===== src/urxfe_map.svh =====
/*
  Register offsets, field positions, reset values and slot numbers of the
  receive sampling front end. Assumes inclusion by bare name.
*/
`ifndef URXFE_MAP_SVH
`define URXFE_MAP_SVH

// Byte offsets on the register bus
`define URXFE_OFF_CTRL 5'h00
`define URXFE_OFF_STATUS 5'h04
`define URXFE_OFF_DATA 5'h08
`define URXFE_OFF_IRQ_ST 5'h0C
`define URXFE_OFF_IRQ_MASK 5'h10

// Control fields
`define URXFE_CTRL_EN_BIT 16
`define URXFE_DIV_RESET 13'h0004
`define URXFE_DIV_ZERO 13'h0000
`define URXFE_DIV_ONE 13'h0001

// Status fields
`define URXFE_ST_FULL 0
`define URXFE_ST_OVR 1
`define URXFE_ST_NOISE 2
`define URXFE_ST_FERR 3
`define URXFE_ST_BREAK 4

// Interrupt event fields
`define URXFE_EV_CHAR 0
`define URXFE_EV_OVR 1
`define URXFE_EV_FERR 2
`define URXFE_EV_NOISE 3

// Oversampling slots, numbered from one
`define URXFE_SLOT_FIRST 5'h01
`define URXFE_SLOT_VER_A 5'h03
`define URXFE_SLOT_VER_B 5'h05
`define URXFE_SLOT_VER_C 5'h07
`define URXFE_SLOT_MID_A 5'h08
`define URXFE_SLOT_MID_B 5'h09
`define URXFE_SLOT_MID_C 5'h0A
`define URXFE_SLOT_LAST 5'h10

// Frame and edge search
`define URXFE_LAST_DATA_BIT 3'h7
`define URXFE_HIST_HIGH 3'h7
`define URXFE_HIST_RESET 3'h0

`endif


===== src/urxfe_pkg.sv =====
/*
  Types of the receive sampling front end.
  Assumes no surroundings beyond the design files that import it.
*/
package urxfe_pkg;
  typedef logic [4:0] urxfe_addr_t;
  typedef logic [31:0] urxfe_word_t;
  typedef logic [12:0] urxfe_div_t;
  typedef enum logic [1:0] {
    URXFE_IDLE,
    URXFE_START,
    URXFE_DATA,
    URXFE_STOP
  } urxfe_state_e;
endpackage


===== src/urxfe_tick_if.sv =====
/*
  Carrier between the top module and its rate generator: divisor,
  enable and the oversampling tick. Assumes one clock domain.
*/
`timescale 1ns/10ps
`default_nettype none
interface urxfe_tick_if;
  import urxfe_pkg::*;
  urxfe_div_t divisor;
  logic enable;
  logic tick;
  modport baud (input divisor, input enable, output tick);
  modport rx (output divisor, output enable, input tick);
endinterface
`default_nettype wire


===== src/urxfe_baud.sv =====
/*
  Oversampling rate generator: one-cycle tick every divisor bus clocks.
  Assumes the divisor and enable come from the same clock domain.
*/
`timescale 1ns/10ps
`default_nettype none
`include "urxfe_map.svh"
module urxfe_baud (
  // Clock and reset
  input wire logic i_clk,
  input wire logic i_nrst,
  // Rate control and tick
  urxfe_tick_if.baud bus
);
  import urxfe_pkg::*;

  urxfe_div_t cnt_r;
  logic tick_r;
  logic run;
  logic wrap;

  // Zero divisor stops the generator
  assign run = bus.enable && (bus.divisor != `URXFE_DIV_ZERO);
  assign wrap = (urxfe_div_t'(cnt_r + `URXFE_DIV_ONE) >= bus.divisor);

  always_ff @(posedge i_clk) begin
    if (!i_nrst || !run) begin
      cnt_r <= `URXFE_DIV_ZERO;
    end else if (wrap) begin
      cnt_r <= `URXFE_DIV_ZERO;
    end else begin
      cnt_r <= urxfe_div_t'(cnt_r + `URXFE_DIV_ONE);
    end
  end

  always_ff @(posedge i_clk) begin
    if (!i_nrst) begin
      tick_r <= 1'b0;
    end else begin
      tick_r <= run && wrap; // [RQ17]
    end
  end

  assign bus.tick = tick_r; // [RQ1]
endmodule // urxfe_baud
`default_nettype wire


===== src/urxfe_top.sv =====
/*
  Receive sampling front end of an asynchronous serial receiver with an
  Avalon-MM register slave and a level interrupt.
  Assumes a 40 MHz clock, a synchronous active-low reset and a serial
  line from another clock domain.
*/
//
// Functional notes
// RQ1: Sample line at sixteen times bit rate.
// RQ2: Falling edge is low after three highs.
// RQ3: Sixteen slots per bit, aligned to edge.
// RQ4: Verify start at slots three, five, seven.
// RQ5: Two low votes synchronise, else search again.
// RQ6: Every bit decided by slots eight-ten majority; the start bit here by the verify vote alone.
// RQ7: Start bit low when verify vote low.
// RQ8: Any disagreeing sample sets noise on transfer.
// RQ9: Every edge realigns the slot counter.
// RQ10: Non-break framing error preloads three highs.
// RQ11: Framing error pending blocks new characters.
// RQ12: Shifter runs on, transfer held off.
// RQ13: All-low frame is break; no preload.
// RQ14: Empty buffer takes character, sets full flag.
// RQ15: Full buffer: overrun set, character dropped.
// RQ16: Low stop bit sets framing error flag.
// RQ17: Tick every divisor clocks; zero disables.
`timescale 1ns/10ps
`default_nettype none
`include "urxfe_map.svh"
module urxfe_top (
  // Clock and reset
  input wire logic I_REF_CLK,
  input wire logic I_NRST,
  // Avalon-MM slave
  input wire urxfe_pkg::urxfe_addr_t I_AVS_ADDRESS,
  input wire logic I_AVS_READ,
  input wire logic I_AVS_WRITE,
  input wire urxfe_pkg::urxfe_word_t I_AVS_WRITEDATA,
  input wire logic [3:0] I_AVS_BYTEENABLE,
  output var urxfe_pkg::urxfe_word_t O_AVS_READDATA,
  output logic O_AVS_WAITREQUEST,
  // Serial line and interrupt
  input wire logic I_RXD,
  output logic O_IRQ
);
  import urxfe_pkg::*;

  function automatic logic maj3(input logic a, input logic b, input logic c);
    maj3 = (a & b) | (a & c) | (b & c);
  endfunction

  // Bus handshake
  logic req;
  logic ack_r;
  logic rd_acc;
  logic wr_acc;
  // Registers
  urxfe_div_t div_r;
  logic en_r;
  logic [3:0] mask_r;
  logic [3:0] irq_r;
  logic [7:0] data_r;
  logic full_r;
  logic ovr_r;
  logic nf_r;
  logic fe_r;
  logic brk_r;
  logic arm_r;
  urxfe_word_t rd_mux;
  // Receiver
  logic rxd_s1_r;
  logic rxd_s2_r;
  logic [2:0] hist_r;
  urxfe_state_e state_r;
  logic [4:0] slot_r;
  logic [4:0] slot_nxt;
  logic [2:0] bit_r;
  logic [2:0] ver_r;
  logic [1:0] mid_r;
  logic [7:0] shift_r;
  logic noise_r;
  logic tick;
  logic samp;
  logic fall;
  logic adv;
  logic lvl;
  logic unan;
  logic done;
  logic brk;
  logic xfer;
  logic ovr_ev;
  logic clr;
  logic [3:0] ev;
  logic [3:0] irq_clr;

  urxfe_tick_if tick_if ();

  urxfe_baud u_baud (
    .i_clk(I_REF_CLK),
    .i_nrst(I_NRST),
    .bus(tick_if.baud)
  );

  assign tick_if.divisor = div_r;
  assign tick_if.enable = en_r;
  assign tick = tick_if.tick;

  // One wait cycle, then the access completes
  assign req = I_AVS_READ | I_AVS_WRITE;
  assign O_AVS_WAITREQUEST = req & ~ack_r;
  assign rd_acc = I_AVS_READ & ack_r;
  assign wr_acc = I_AVS_WRITE & ack_r;

  always_ff @(posedge I_REF_CLK) begin
    if (!I_NRST) begin
      ack_r <= 1'b0;
    end else begin
      ack_r <= req & ~ack_r;
    end
  end

  always_comb begin
    rd_mux = 32'h0000_0000;
    unique case (I_AVS_ADDRESS)
      `URXFE_OFF_CTRL: begin
        rd_mux[12:0] = div_r;
        rd_mux[`URXFE_CTRL_EN_BIT] = en_r;
      end
      `URXFE_OFF_STATUS: begin
        rd_mux[`URXFE_ST_FULL] = full_r;
        rd_mux[`URXFE_ST_OVR] = ovr_r;
        rd_mux[`URXFE_ST_NOISE] = nf_r;
        rd_mux[`URXFE_ST_FERR] = fe_r;
        rd_mux[`URXFE_ST_BREAK] = brk_r;
      end
      `URXFE_OFF_DATA: rd_mux[7:0] = data_r;
      `URXFE_OFF_IRQ_ST: rd_mux[3:0] = irq_r;
      `URXFE_OFF_IRQ_MASK: rd_mux[3:0] = mask_r;
      default: rd_mux = 32'h0000_0000;
    endcase
  end

  // Read data captured in the wait cycle, held through the access edge
  always_ff @(posedge I_REF_CLK) begin
    if (!I_NRST) begin
      O_AVS_READDATA <= 32'h0000_0000;
    end else if (I_AVS_READ && !ack_r) begin
      O_AVS_READDATA <= rd_mux;
    end
  end

  // Control register and interrupt mask
  always_ff @(posedge I_REF_CLK) begin
    if (!I_NRST) begin
      div_r <= `URXFE_DIV_RESET;
      en_r <= 1'b0;
      mask_r <= 4'h0;
    end else if (wr_acc) begin
      if (I_AVS_ADDRESS == `URXFE_OFF_CTRL) begin
        if (I_AVS_BYTEENABLE[0]) begin
          div_r[7:0] <= I_AVS_WRITEDATA[7:0];
        end
        if (I_AVS_BYTEENABLE[1]) begin
          div_r[12:8] <= I_AVS_WRITEDATA[12:8];
        end
        if (I_AVS_BYTEENABLE[2]) begin
          en_r <= I_AVS_WRITEDATA[`URXFE_CTRL_EN_BIT];
        end
      end
      if (I_AVS_ADDRESS == `URXFE_OFF_IRQ_MASK && I_AVS_BYTEENABLE[0]) begin
        mask_r <= I_AVS_WRITEDATA[3:0];
      end
    end
  end

  // Line synchroniser
  always_ff @(posedge I_REF_CLK) begin
    if (!I_NRST) begin
      rxd_s1_r <= 1'b1;
      rxd_s2_r <= 1'b1;
    end else begin
      rxd_s1_r <= I_RXD;
      rxd_s2_r <= rxd_s1_r;
    end
  end

  assign samp = rxd_s2_r; // [RQ1]
  assign fall = tick & (hist_r == `URXFE_HIST_HIGH) & ~samp; // [RQ2]

  // Edge tick is slot one; an edge past the decision starts the next bit
  assign adv = (slot_r == `URXFE_SLOT_LAST) | (fall & (slot_r > `URXFE_SLOT_MID_C)); // [RQ9]
  assign slot_nxt = fall ? 5'(`URXFE_SLOT_FIRST + 5'h01) : // [RQ9]
                    (slot_r == `URXFE_SLOT_LAST) ? `URXFE_SLOT_FIRST : 5'(slot_r + 5'h01); // [RQ3]

  assign lvl = maj3(mid_r[0], mid_r[1], samp); // [RQ6]
  assign unan = (mid_r[0] == samp) & (mid_r[1] == samp);
  assign done = tick & (state_r == URXFE_STOP) & (slot_r == `URXFE_SLOT_MID_C);
  assign brk = (shift_r == 8'h00) & ~lvl; // [RQ13]

  // Edge-search history
  always_ff @(posedge I_REF_CLK) begin
    if (!I_NRST) begin
      hist_r <= `URXFE_HIST_RESET;
    end else if (done && !lvl && !brk) begin
      hist_r <= `URXFE_HIST_HIGH; // [RQ10] [RQ13]
    end else if (tick) begin
      hist_r <= {hist_r[1:0], samp};
    end
  end

  // Frame sequencer
  always_ff @(posedge I_REF_CLK) begin
    if (!I_NRST || !en_r) begin
      state_r <= URXFE_IDLE;
      slot_r <= `URXFE_SLOT_FIRST;
      bit_r <= 3'h0;
      ver_r <= 3'h0;
      mid_r <= 2'h0;
      shift_r <= 8'h00;
      noise_r <= 1'b0;
    end else if (tick) begin
      unique case (state_r)
        URXFE_IDLE: begin
          if (fall) begin
            state_r <= URXFE_START;
            slot_r <= 5'(`URXFE_SLOT_FIRST + 5'h01); // [RQ3]
            noise_r <= 1'b0;
          end
        end
        URXFE_START, URXFE_DATA, URXFE_STOP: begin
          slot_r <= slot_nxt;
          if (slot_r == `URXFE_SLOT_VER_A) begin
            ver_r[0] <= samp; // [RQ4]
          end
          if (slot_r == `URXFE_SLOT_VER_B) begin
            ver_r[1] <= samp; // [RQ4]
          end
          if (slot_r == `URXFE_SLOT_VER_C) begin
            ver_r[2] <= samp; // [RQ4]
          end
          if (slot_r == `URXFE_SLOT_MID_A) begin
            mid_r[0] <= samp;
          end
          if (slot_r == `URXFE_SLOT_MID_B) begin
            mid_r[1] <= samp;
          end
          if (state_r == URXFE_START && slot_r == `URXFE_SLOT_VER_C &&
              maj3(ver_r[0], ver_r[1], samp)) begin
            state_r <= URXFE_IDLE; // [RQ5]
          end else if (slot_r == `URXFE_SLOT_MID_C) begin
            unique case (state_r)
              URXFE_START: begin
                // Start stays low whatever the mid samples say
                noise_r <= noise_r | (|ver_r) | mid_r[0] | mid_r[1] | samp; // [RQ7] [RQ8]
              end
              URXFE_DATA: begin
                shift_r <= {lvl, shift_r[7:1]}; // [RQ6] [RQ12]
                noise_r <= noise_r | ~unan; // [RQ8]
              end
              URXFE_STOP: begin
                state_r <= URXFE_IDLE;
              end
              URXFE_IDLE: begin
                state_r <= URXFE_IDLE;
              end
            endcase
          end else if (adv && state_r == URXFE_START) begin
            state_r <= URXFE_DATA;
            bit_r <= 3'h0;
          end else if (adv && state_r == URXFE_DATA) begin
            if (bit_r == `URXFE_LAST_DATA_BIT) begin
              state_r <= URXFE_STOP;
            end else begin
              bit_r <= 3'(bit_r + 3'h1);
            end
          end
        end
      endcase
    end
  end

  // Character hand-over into the buffer
  assign xfer = done & ~fe_r & ~full_r; // [RQ11] [RQ14]
  assign ovr_ev = done & ~fe_r & full_r; // [RQ15]
  assign clr = rd_acc & (I_AVS_ADDRESS == `URXFE_OFF_DATA) & arm_r;

  always_ff @(posedge I_REF_CLK) begin
    if (!I_NRST) begin
      data_r <= 8'h00;
    end else if (xfer) begin
      data_r <= shift_r; // [RQ14]
    end
  end

  // Flags: set wins over the two-step clear
  always_ff @(posedge I_REF_CLK) begin
    if (!I_NRST) begin
      full_r <= 1'b0;
      ovr_r <= 1'b0;
      nf_r <= 1'b0;
      fe_r <= 1'b0;
      brk_r <= 1'b0;
    end else if (xfer) begin
      full_r <= 1'b1; // [RQ14]
      nf_r <= noise_r | ~unan; // [RQ8]
      fe_r <= ~lvl; // [RQ16]
      brk_r <= brk; // [RQ13]
      ovr_r <= ovr_r & ~clr;
    end else begin
      full_r <= full_r & ~clr;
      nf_r <= nf_r & ~clr;
      fe_r <= fe_r & ~clr;
      brk_r <= brk_r & ~clr;
      ovr_r <= ovr_ev | (ovr_r & ~clr); // [RQ15]
    end
  end

  // Status read with a flag up arms the data-read clear
  always_ff @(posedge I_REF_CLK) begin
    if (!I_NRST) begin
      arm_r <= 1'b0;
    end else if (rd_acc && I_AVS_ADDRESS == `URXFE_OFF_STATUS) begin
      arm_r <= |O_AVS_READDATA[`URXFE_ST_BREAK:`URXFE_ST_FULL];
    end else if (clr) begin
      arm_r <= 1'b0;
    end
  end

  // Sticky interrupt events, cleared only where the read showed them
  always_comb begin
    ev = 4'h0;
    ev[`URXFE_EV_CHAR] = xfer;
    ev[`URXFE_EV_OVR] = ovr_ev;
    ev[`URXFE_EV_FERR] = xfer & ~lvl;
    ev[`URXFE_EV_NOISE] = xfer & (noise_r | ~unan);
  end

  assign irq_clr = (rd_acc && I_AVS_ADDRESS == `URXFE_OFF_IRQ_ST) ?
                   O_AVS_READDATA[3:0] : 4'h0;

  always_ff @(posedge I_REF_CLK) begin
    if (!I_NRST) begin
      irq_r <= 4'h0;
    end else begin
      irq_r <= ev | (irq_r & ~irq_clr);
    end
  end

  assign O_IRQ = |(irq_r & mask_r);
endmodule // urxfe_top
`default_nettype wire


===== config.mk =====
export PLATFORM = sky130hd
export DESIGN_NAME = urxfe_top
export DESIGN_NICKNAME = d
export VERILOG_FILES = /design/src/urxfe_pkg.sv /design/src/urxfe_tick_if.sv /design/src/urxfe_baud.sv /design/src/urxfe_top.sv
export VERILOG_INCLUDE_DIRS = /design/src
export SDC_FILE = /design/constraint.sdc
export NUM_CORES = 1
export LEC_CHECK = 0
export BUFFER_PORTS_ARGS = -buffer_cell sky130_fd_sc_hd__buf_2
export CORE_ASPECT_RATIO = 0.5
export CORE_MARGIN = 4
export CORE_UTILIZATION = 45
export DETAILED_ROUTE_END_ITERATION = 10
export PLACE_DENSITY = 0.69
export RECOVER_POWER = 100
export SLEW_MARGIN = 20
export SYNTH_ARGS = -nofsm -noshare
export SYNTH_HDL_FRONTEND = slang
export SYNTH_SLANG_ARGS = --single-unit

===== constraint.sdc =====
create_clock -name I_REF_CLK -period 2.85 [get_ports I_REF_CLK]
set_clock_uncertainty 0.15 [all_clocks]
set_input_delay 0.285 -clock I_REF_CLK [delete_from_list [all_inputs] [get_ports I_REF_CLK]]
set_output_delay 0.285 -clock I_REF_CLK [all_outputs]
set_load 0.005 [all_outputs]

Word level (Yosys, flattened, before mapping)
Index checks and enable logic that the tools add are counted.
Word-level totals
  bits in registers: 94
  bits in latches: 0
  memory bits (writable): 0
  memory bits (read-only): 0
  input port bits: 46
  output and inout bits: 34
  memories kept: 0
Operators by class
  add/sub/neg operators: 3
  multipliers: 0
  divide/modulo/power cells: 0
  order comparisons: 2
  equal/unequal tests: 26
  shift operators: 0
  mux-type cells: 35
  bitwise gates (word level): 53
  reduce and logical (&&, ||, !) cells: 46
Operators by type and width (number)
  $and 1x1->1: 28
  $eq 5x4->1 const B: 5
  $reduce_and 3->1: 8
  $mux 5: 4
  $pmux 4 s5: 1
  $eq 5x3->1 const B: 3
  $mux 3: 5
  $reduce_and 5->1: 3
  $mux 2: 7
  $add 13x1->13 const B: 1
  $ge 13x13->1: 1
  $reduce_bool 13->1: 1
  $logic_and 1x1->1: 12
  $or 1x1->1: 12
  $mux 1: 11
  $eq 5x5->1 const B: 2
  $ne 5x5->1 const B: 2
  $pmux 5 s2: 1
  $not 1->1: 9
  $and 4x4->4: 2
  $logic_not 8->1: 1
  $ne 2x2->1 const B: 4
  $eq 3x3->1 const B: 2
  $logic_not 1->1: 6
  26 further kinds: 34

Depth between registers and ports, before layout
Gate-level depths: netlist of run 1.
  depth in word-level cells: 11
  depth in mapped cells: 13
  gate-level depth less buffers: 12

Cells and area by module
Synthesis of run 1 repeated with hierarchy kept, for this count alone.
Second synthesis, totals
  cell total of the unflattened synthesis: 547
  area total of the unflattened synthesis: 4833.4 sq um
By module, submodules not included
  urxfe_top: instances 1, cells an instance 437, area each 3854.9 sq um, sequential area each 1601.5 sq um
  urxfe_baud: instances 1, cells an instance 110, area each 978.4 sq um, sequential area each 280.3 sq um

Worst setup path before layout of run 1
Ideal clock, no wire load.
  path kind: reg2reg
  start point: register u_baud.cnt_r[2]
  end point: register u_baud.cnt_r[10]
  arrival time: 2.430 ns
  data required time: 2.634 ns
  path slack: 0.204 ns
  cell stages (with the launch flop): 14
  cells stage by stage: dfxtp_1 > and3_1 > and3_1 > and3_1 > nand3_1 > xnor2_1 > ha_1 > a21o_1 > a21o_1 > a21o_1 > inv_1 > o211ai_1 > clkbuf_1 > nor2b_1
Between the ends
  word-level cells in the longest chain between the ends: 3
Ends and longest elaborated chain
  start: declaration: line urxfe_baud.sv:17  | urxfe_div_t cnt_r;
  start signal: assignment: line urxfe_baud.sv:28  | cnt_r <= `URXFE_DIV_ZERO;
  start signal: assignment: line urxfe_baud.sv:30  | cnt_r <= `URXFE_DIV_ZERO;
  start signal: assignment: line urxfe_baud.sv:32  | cnt_r <= urxfe_div_t'(cnt_r + `URXFE_DIV_ONE);
  $add 13x1->13 (no source line) (*)
  $ge 13x13->1: line urxfe_baud.sv:24  | assign wrap = (urxfe_div_t'(cnt_r + `URXFE_DIV_ONE) >= bus.divisor);
  $reduce_or 2->1 (no source line)
Every way passes the cells marked *; elsewhere a longest branch is shown, timed or not.
A chain may end at the register's enable or synchronous reset.

Worst setup path in the final report of run 1
  start point: register u_baud.cnt_r[2]
  end point: register u_baud.cnt_r[8]
Same word-level chain as after synthesis.

==> flow_metrics.py, run 1 <==
metrics = {
    "run_status": {
        "run_status": "finished, violations left",
        "violations": "max-capacitance violations, max-slew violations",
    },
    "worst_setup_path": {
        "worstSetupEndpointType": "flip-flop",
        "crit_type": "flip-flop to flip-flop",
        "cp-start-kind": "flip-flop",
        "path_max_fanout": 13,
        "required_ns": 2.98,
        "cp_data_arrival_time_ns": 2.81,
    },
    "worst_hold_path": {
        "hold_path_class": "primary input to flip-flop",
    },
    "sta": {
        "drv_slew": 60,
        "maxSlewHeadroom": -0.454,
        "finalHoldViolations": 0,
        "worstMarginPinSlew_ns": 2.18,
        "fin_crit_ns": 2.68,
        "timing.hold.ws_ns": 0.0547,
        "clock.fmax_mhz": 373,
        "setup_viol": 0,
        "fin_crit_sh": 0.942,
        "rsz0062_at_grt": "no",
        "final.setup.tns_ns": 0,
        "fin_ws_ns": 0.166,
    },
    "place": {
        "place_area_sq_mm": 0.00506,
        "gp_congestion": 0.832,
        "hpwl_um": 7620,
        "port_buffers": 42,
        "pre_cts_slack_ns": 0.0183,
        "dp.cells": 717,
    },
    "drt": {
        "drc": 0,
        "vias": 3882,
        "drtPass1Iterations": 4,
        "antenna_left": 0,
        "post_drt_wl_per_cell_um": 14.2,
        "routed_wl_um": 10400,
        "drtIter0Drc": 222,
        "avgViaCountPerCell": 5.29,
    },
    "global_route": {
        "grt_pass1_vias": 3648,
        "gr-total-overflow": 0,
        "grt_first_pass_wirelength_um": 17300,
        "grt_max_degree": 60,
        "antenna_found_initial": 0,
        "track_usage": 0.170,
    },
    "run": {
        "maxCapViolations": 1,
    },
    "synth": {
        "synthCells": 556,
        "ys_dominant_reg_cell": "dfxtp_1",
        "synth_area_sq_mm": 0.00483,
        "synth.avg_cell_area_sq_um": 8.68,
        "synth_edf_count": 0,
        "async_flop_share": 0,
        "ys_seq_area_frac": 0.390,
        "ys_ff_latch": 94,
        "yosys_warnings": 0,
        "synth.distinct_cells": 57,
    },
    "final_layout": {
        "final_net_count": 657,
        "antenna_cells": 0,
        "fin_area_sq_mm": 0.00540,
        "syn2layout_area_growth_pct": 11.8,
        "final_layout_size_suffix_gt1_frac": 0.141,
        "layout.cells.non_filler": 734,
        "finish.utilization": 0.522,
    },
    "pwr": {
        "leakagePower_nw": 2.14,
        "ir_drop_v": 0.000328,
        "power_density_mw_per_mm2": 499,
        "p_total_mw": 2.69,
    },
    "clocking": {
        "root_buffer": "clkbuf_16",
        "clock_sinks": 94,
        "postCtsSetupBuffers": 0,
        "numCtsBuffers": 9,
        "insertion_delay_ns": 0.34,
        "path_clk_slew_ns": 0.07,
        "cts_tree": "done",
        "h-tree-depth": 3,
        "cts_buffer_depth": 2,
    },
    "die": {
        "start_util": 0.467,
        "core_sq_mm": 0.0103,
        "io_pins": 80,
        "die_w_um": 154,
        "die_area_sq_mm": 0.0125,
        "die_h_um": 81.2,
        "num_rows": 26,
    },
}
-- power breakdown --
group          switching [mW]  internal, mW  leakage, nW
clock network           0.512         0.768        0.152
registers             0.00367          1.32        0.759
logic                  0.0563        0.0364         1.23
-- layout make-up --
cell class                 instances  area [sq um]
clock inverter                     6          86.3
tap                              140           175
sequential                        94          1880
fill                            1007          4950
clock buffer                      10           229
timing repair buffer              49           258
inverter                          22          82.6
multi-input combinational        413          2680
-- cells in the final DEF (no fill, tap or decap), types with 10 or more instances in the layout --
master	count
nand4_1	10
buf_2	38
mux2i_1	22
nor2_1	35
dfxtp_1	92
o21ai_0	11
nand3_1	28
nand2_1	62
conb_1	18
ha_1	22
a21boi_0	25
nor2b_1	37
inv_1	21
a22oi_1	22
a21oi_1	19
-- worst max-delay path, stage by stage, from the launching register on --
cell      delay (ns)
dfxtp_2         0.36
and3_4          0.20
and3_4          0.20
and3_4          0.20
nand3_2         0.10
xnor2_2         0.20
ha_1            0.27
a21o_1          0.15
a21o_1          0.17
a21o_1          0.17
inv_1           0.06
o211ai_1        0.08
buf_4           0.19
nor2b_1         0.12
-- path summary, 6_finish.rpt --
kind                            slack [ns]         endpoint  depth (start not counted)           startpoint
worst max-delay path                  0.17  u_baud.cnt_r[8]                         13      u_baud.cnt_r[2]
worst min-delay path                  0.05        div_r[10]                          3  I_AVS_WRITEDATA[10]
worst max register to register        0.17  u_baud.cnt_r[8]                         13      u_baud.cnt_r[2]
worst min register to register        0.26         rxd_s2_r                          1             rxd_s1_r
-- per-layer routing --
| metal | share of wire | up-vias | wire (um) | track usage |
|---|---|---|---|---|
| li1 | - | 1978 | - | - |
| met1 | 0.48 | 1815 | 5000 | 0.217 |
| met2 | 0.46 | 82 | 4800 | 0.290 |
| met3 | 0.052 | 7 | 545 | 0.0468 |
| met4 | 0.0079 | 0 | 82 | 0.0388 |
| met5 | 0 | - | 0 | 0 |
-- cell families after synthesis --
| group | share of synthesized area |
|---|---|
| flip-flops | 0.390 |
| buffers and inverters | 0.0705 |
| XOR/XNOR | 0.0218 |
| AO/OA/AOI/OAI | 0.157 |
| other | 0.000777 |
| adder cells (fa/ha/maj) | 0.0591 |
| multiplexers | 0.0573 |
| AND/OR/NAND/NOR | 0.244 |
-- Yosys cell counts, types with 6 or more instances --
library cell / number / area share
dfxtp_1: 94 / 0.39
nor2b_1: 38 / 0.049
ha_1: 22 / 0.057
nor2_1: 34 / 0.026
mux2i_1: 22 / 0.046
a21boi_0: 14 / 0.022
nand2_1: 62 / 0.048
nor4_1: 9 / 0.012
nand4_1: 9 / 0.012
buf_4: 19 / 0.030
a21boi_1: 12 / 0.019
and3_1: 6 / 0.0078
inv_1: 21 / 0.016
nand3_1: 29 / 0.030
xnor2_1: 8 / 0.015
a21oi_1: 19 / 0.020
nand2b_1: 6 / 0.0078
clkbuf_1: 17 / 0.013
o21ai_0: 11 / 0.011
a22oi_1: 22 / 0.034
-- flip-flops by register name, summed over array words and instances, names as in the netlist, 2 cells and up --
register / flops
u_baud.cnt_r: 13
slot_r: 5
state_r: 2
O_AVS_READDATA: 14
mid_r: 2
bit_r: 3
irq_r: 4
hist_r: 3
div_r: 13
data_r: 8
ver_r: 3
shift_r: 8
mask_r: 4
-- what timing repair did --
item | CTS | global route
endpoints found under the setup margin | 0 | 14
hold endpoints to repair | 1 | 0
resized for setup | 0 | 8
hold buffers | 1 | 0
(Power assumes the default switching activity.)
==> run 2: changes to the inputs <==
--- a/config.mk
+++ b/config.mk
@@ -16,4 +16,5 @@
 export SLEW_MARGIN = 20
 export SYNTH_ARGS = -nofsm -noshare
 export SYNTH_HDL_FRONTEND = slang
+export SYNTH_HIERARCHICAL = 1
 export SYNTH_SLANG_ARGS = --single-unit
==> run 2 against run 1 <==
The run now ends clean. Final cell count shrank 0.27%. Die area rose by 0.12%. First-iteration DRC count shrank 9.9%. Maximum frequency hardly changed. Synthesized cell count decreased by 1.6%. Critical path depth shrank 3. Clock-buffer cell count unchanged. Utilization rose by 0.34 points.
==> flow_metrics.py, run 2 <==
metrics = {
    "final_layout": {
        "multi_input_area_sq_mm": 0.00269,
        "largest_registers": "O_AVS_READDATA x14, div_r x13, u_baud/cnt_r x13",
        "seq_area_sq_mm": 0.00189,
        "finish.utilization": 0.525,
        "largest_register_ffs": 14,
        "syn2layout_area_growth_pct": 12.3,
        "antenna_cells": 0,
        "final_net_count": 655,
        "top_register": "O_AVS_READDATA",
        "final_cell_mix": "92 x dfxtp_1, 68 x nor2_1, 47 x nand2_1",
        "fillers": 976,
        "final_common_cell": "dfxtp_1",
        "fin_area_sq_mm": 0.00543,
        "final_layout_size_suffix_gt1_frac": 0.155,
    },
    "worst_setup_path": {
        "required_ns": 2.92,
        "cp_num_buf_inv": 1,
        "path_max_fanout": 3,
        "cp_data_arrival_time_ns": 2.76,
        "cp-start-kind": "flip-flop",
        "crit_path_frequent_cell": "nand4_1",
        "slowest_stage": "dfxtp_4",
        "cp_top_family": "simple AND/OR/NAND/NOR gates",
        "crit_type": "flip-flop to flip-flop",
        "worstSetupEndpointType": "flip-flop",
        "cp_cell_sequence": "ha_4, and4_4, and2b_2, nand4_1, xnor2_2, ha_1, nand4_1, buf_4, a311o_1, a31oi_1",
        "crit_path_max_incr_delay_ns": 0.36,
    },
    "drt": {
        "avgViaCountPerCell": 5.31,
        "drtPass1Iterations": 7,
        "drc": 0,
        "routed_wl_um": 10800,
        "drtIter0Drc": 200,
        "post_drt_wl_per_cell_um": 14.8,
        "antenna_left": 0,
        "vias": 3886,
    },
    "pwr": {
        "ir_drop_v": 0.000307,
        "sw_frac_of_total": 0.217,
        "clkPwrFrac": 0.457,
        "power_density_mw_per_mm2": 475,
        "p_seq_frac": 0.512,
        "p_sw_mw": 0.558,
        "combPwrFrac": 0.031,
        "power.internal_mw": 2.02,
        "leakagePower_nw": 2.14,
    },
    "global_route": {
        "gr-total-overflow": 0,
        "grt_pass1_vias": 3766,
        "grt_first_pass_wirelength_um": 17900,
        "track_usage": 0.179,
        "antenna_found_initial": 0,
        "grt_max_degree": 49,
    },
    "run_status": {
        "run_status": "finished, final reports clean",
    },
    "clocking": {
        "numCtsBuffers": 9,
        "cts_tree": "done",
        "insertion_delay_ns": 0.34,
        "clock_sinks": 94,
        "root_buffer": "clkbuf_16",
        "h-tree-depth": 3,
        "cts_buffer_depth": 2,
        "path_clk_slew_ns": 0.06,
    },
    "synth": {
        "ys_seq_area_frac": 0.389,
        "ys_top_cells_by_area": "dfxtp_1 39%, mux2i_1 7.7%, ha_1 5.7%",
        "ys_dominant_reg_cell": "dfxtp_1",
        "synthAdderAreaFrac": 0.0570,
        "synth_edf_count": 0,
        "synth_xor_area_frac": 0.0251,
        "yosys_warnings": 6,
        "synth_top_family_by_area": "simple AND/OR/NAND/NOR gates",
        "ys_top_cells_by_count": "94 x dfxtp_1, 68 x nor2_1, 48 x nand2_1",
        "synth.distinct_cells": 66,
        "synthCells": 547,
        "yosysMostFrequentCell": "dfxtp_1",
        "synthDominantCellAreaShare": 0.389,
        "synth-simple-area-share": 0.243,
        "yosys.area.top_type": "dfxtp_1",
        "async_flop_share": 0,
        "synth-compound-area-share": 0.120,
        "synth_area_sq_mm": 0.00483,
        "synth.avg_cell_area_sq_um": 8.84,
        "synthMuxAreaShare": 0.0953,
        "ys_ff_latch": 94,
    },
    "die": {
        "die_w_um": 155,
        "core_sq_mm": 0.0103,
        "die_h_um": 81.3,
        "io_pins": 80,
        "num_rows": 26,
        "start_util": 0.467,
        "die_area_sq_mm": 0.0126,
    },
    "place": {
        "hpwl_um": 7880,
        "gp_congestion": 0.849,
        "port_buffers": 42,
        "place_area_sq_mm": 0.00512,
    },
    "sta": {
        "clock.fmax_mhz": 373,
        "finalHoldViolations": 0,
        "maxSlewHeadroom": 0.341,
        "timing.hold.ws_ns": 0.0305,
        "setup_viol": 0,
        "worstMarginPinSlew_ns": 0.988,
        "drv_slew": 0,
        "fin_crit_sh": 0.941,
        "fin_crit_ns": 2.68,
    },
    "worst_hold_path": {
        "hold_path_class": "primary input to flip-flop",
    },
    "run": {
        "maxCapViolations": 0,
    },
}
run 2: changes by cell type in the layout (fill, tap and decap cells not counted), sizes merged, moves of 10 or more:
cell / delta
nor2b: -24
nand2: -14
a21oi: +12
nor2: +34
mux2i: +15
nand3: -10
a21boi: -24
run 2: metal layers:
layer | vias to the layer above | GRT usage | wire length (um)
met2 | 80 | 0.313 | 5100
met4 | 0 | 0.0537 | 140
met1 | 1831 | 0.221 | 5100
li1 | 1965 | - | -
met5 | - | 0 | 0
met3 | 10 | 0.0442 | 493
run 2: cell type report:
class / instances / share of cell area
multi-input cells: 408 / 0.496
well taps: 140 / 0.0323
inverters: 18 / 0.0124
repair buffers: 56 / 0.0585
clock inverters: 6 / 0.0115
flip-flops and latches: 94 / 0.347
clock buffers: 10 / 0.0422
run 2: stage by stage:
stage	setup slack [ns]	cells	setup TNS, ns	power [mW]
floorplan	0.249	564	0	1.41
global placement	0.157	713	0	1.43
detailed placement	0.122	713	0	1.43
CTS	0.0811	730	0	2.61
global route	-0.0280	732	-0.136	2.68
finish	0.168	732	0	2.58
run 2: cells by family (layout without fill, tap and decap cells):
| family | count (synthesis) | count (layout) |
|---|---|---|
| adder cells (fa/ha/maj) | 22 | 22 |
| buffers and inverters | 62 | 90 |
| multiplexers | 43 | 43 |
| AO/OA/AOI/OAI | 90 | 90 |
| AND/OR/NAND/NOR | 222 | 222 |
| flip-flops | 94 | 94 |
| other | 1 | 18 |
| XOR/XNOR | 13 | 13 |
run 2: timing repair:
action	CTS	global route
setup buffers	0	2
gates resized for setup	0	13
setup endpoints to repair	0	14
endpoints found under the hold margin	1	0
hold buffers	1	0
run 2: worst reg2reg max path, delay by kind of cell, from the launching register on:
| kind | cells | cell delay (ns) |
|---|---|---|
| fa+ha+maj | 2 | 0.43 |
| compound gates | 2 | 0.63 |
| buf+inv | 1 | 0.15 |
| simple gates | 4 | 0.67 |
| flops | 1 | 0.36 |
| xor+xnor | 1 | 0.17 |
run 2: final timing paths:
check | startpoint | to | slack, ns | cells after the start
setup / recovery | u_baud/cnt_r[1] | u_baud/bus.tick | 0.17 | 10
hold / removal | I_AVS_WRITEDATA[12] | div_r[12] | 0.03 | 3
setup reg to reg | u_baud/cnt_r[1] | u_baud/bus.tick | 0.17 | 10
hold reg to reg | rxd_s1_r | rxd_s2_r | 0.26 | 1
run 2: power groups by stage:
stage | clock network, mW | logic, mW | registers (mW)
2_1_floorplan | 0 | 0.0675 | 1.35
3_3_place_gp | 0 | 0.0805 | 1.35
3_5_place_dp | 0 | 0.0803 | 1.35
4_1_cts | 1.21 | 0.0814 | 1.32
5_1_grt | 1.27 | 0.0880 | 1.32
6_report | 1.18 | 0.0800 | 1.32
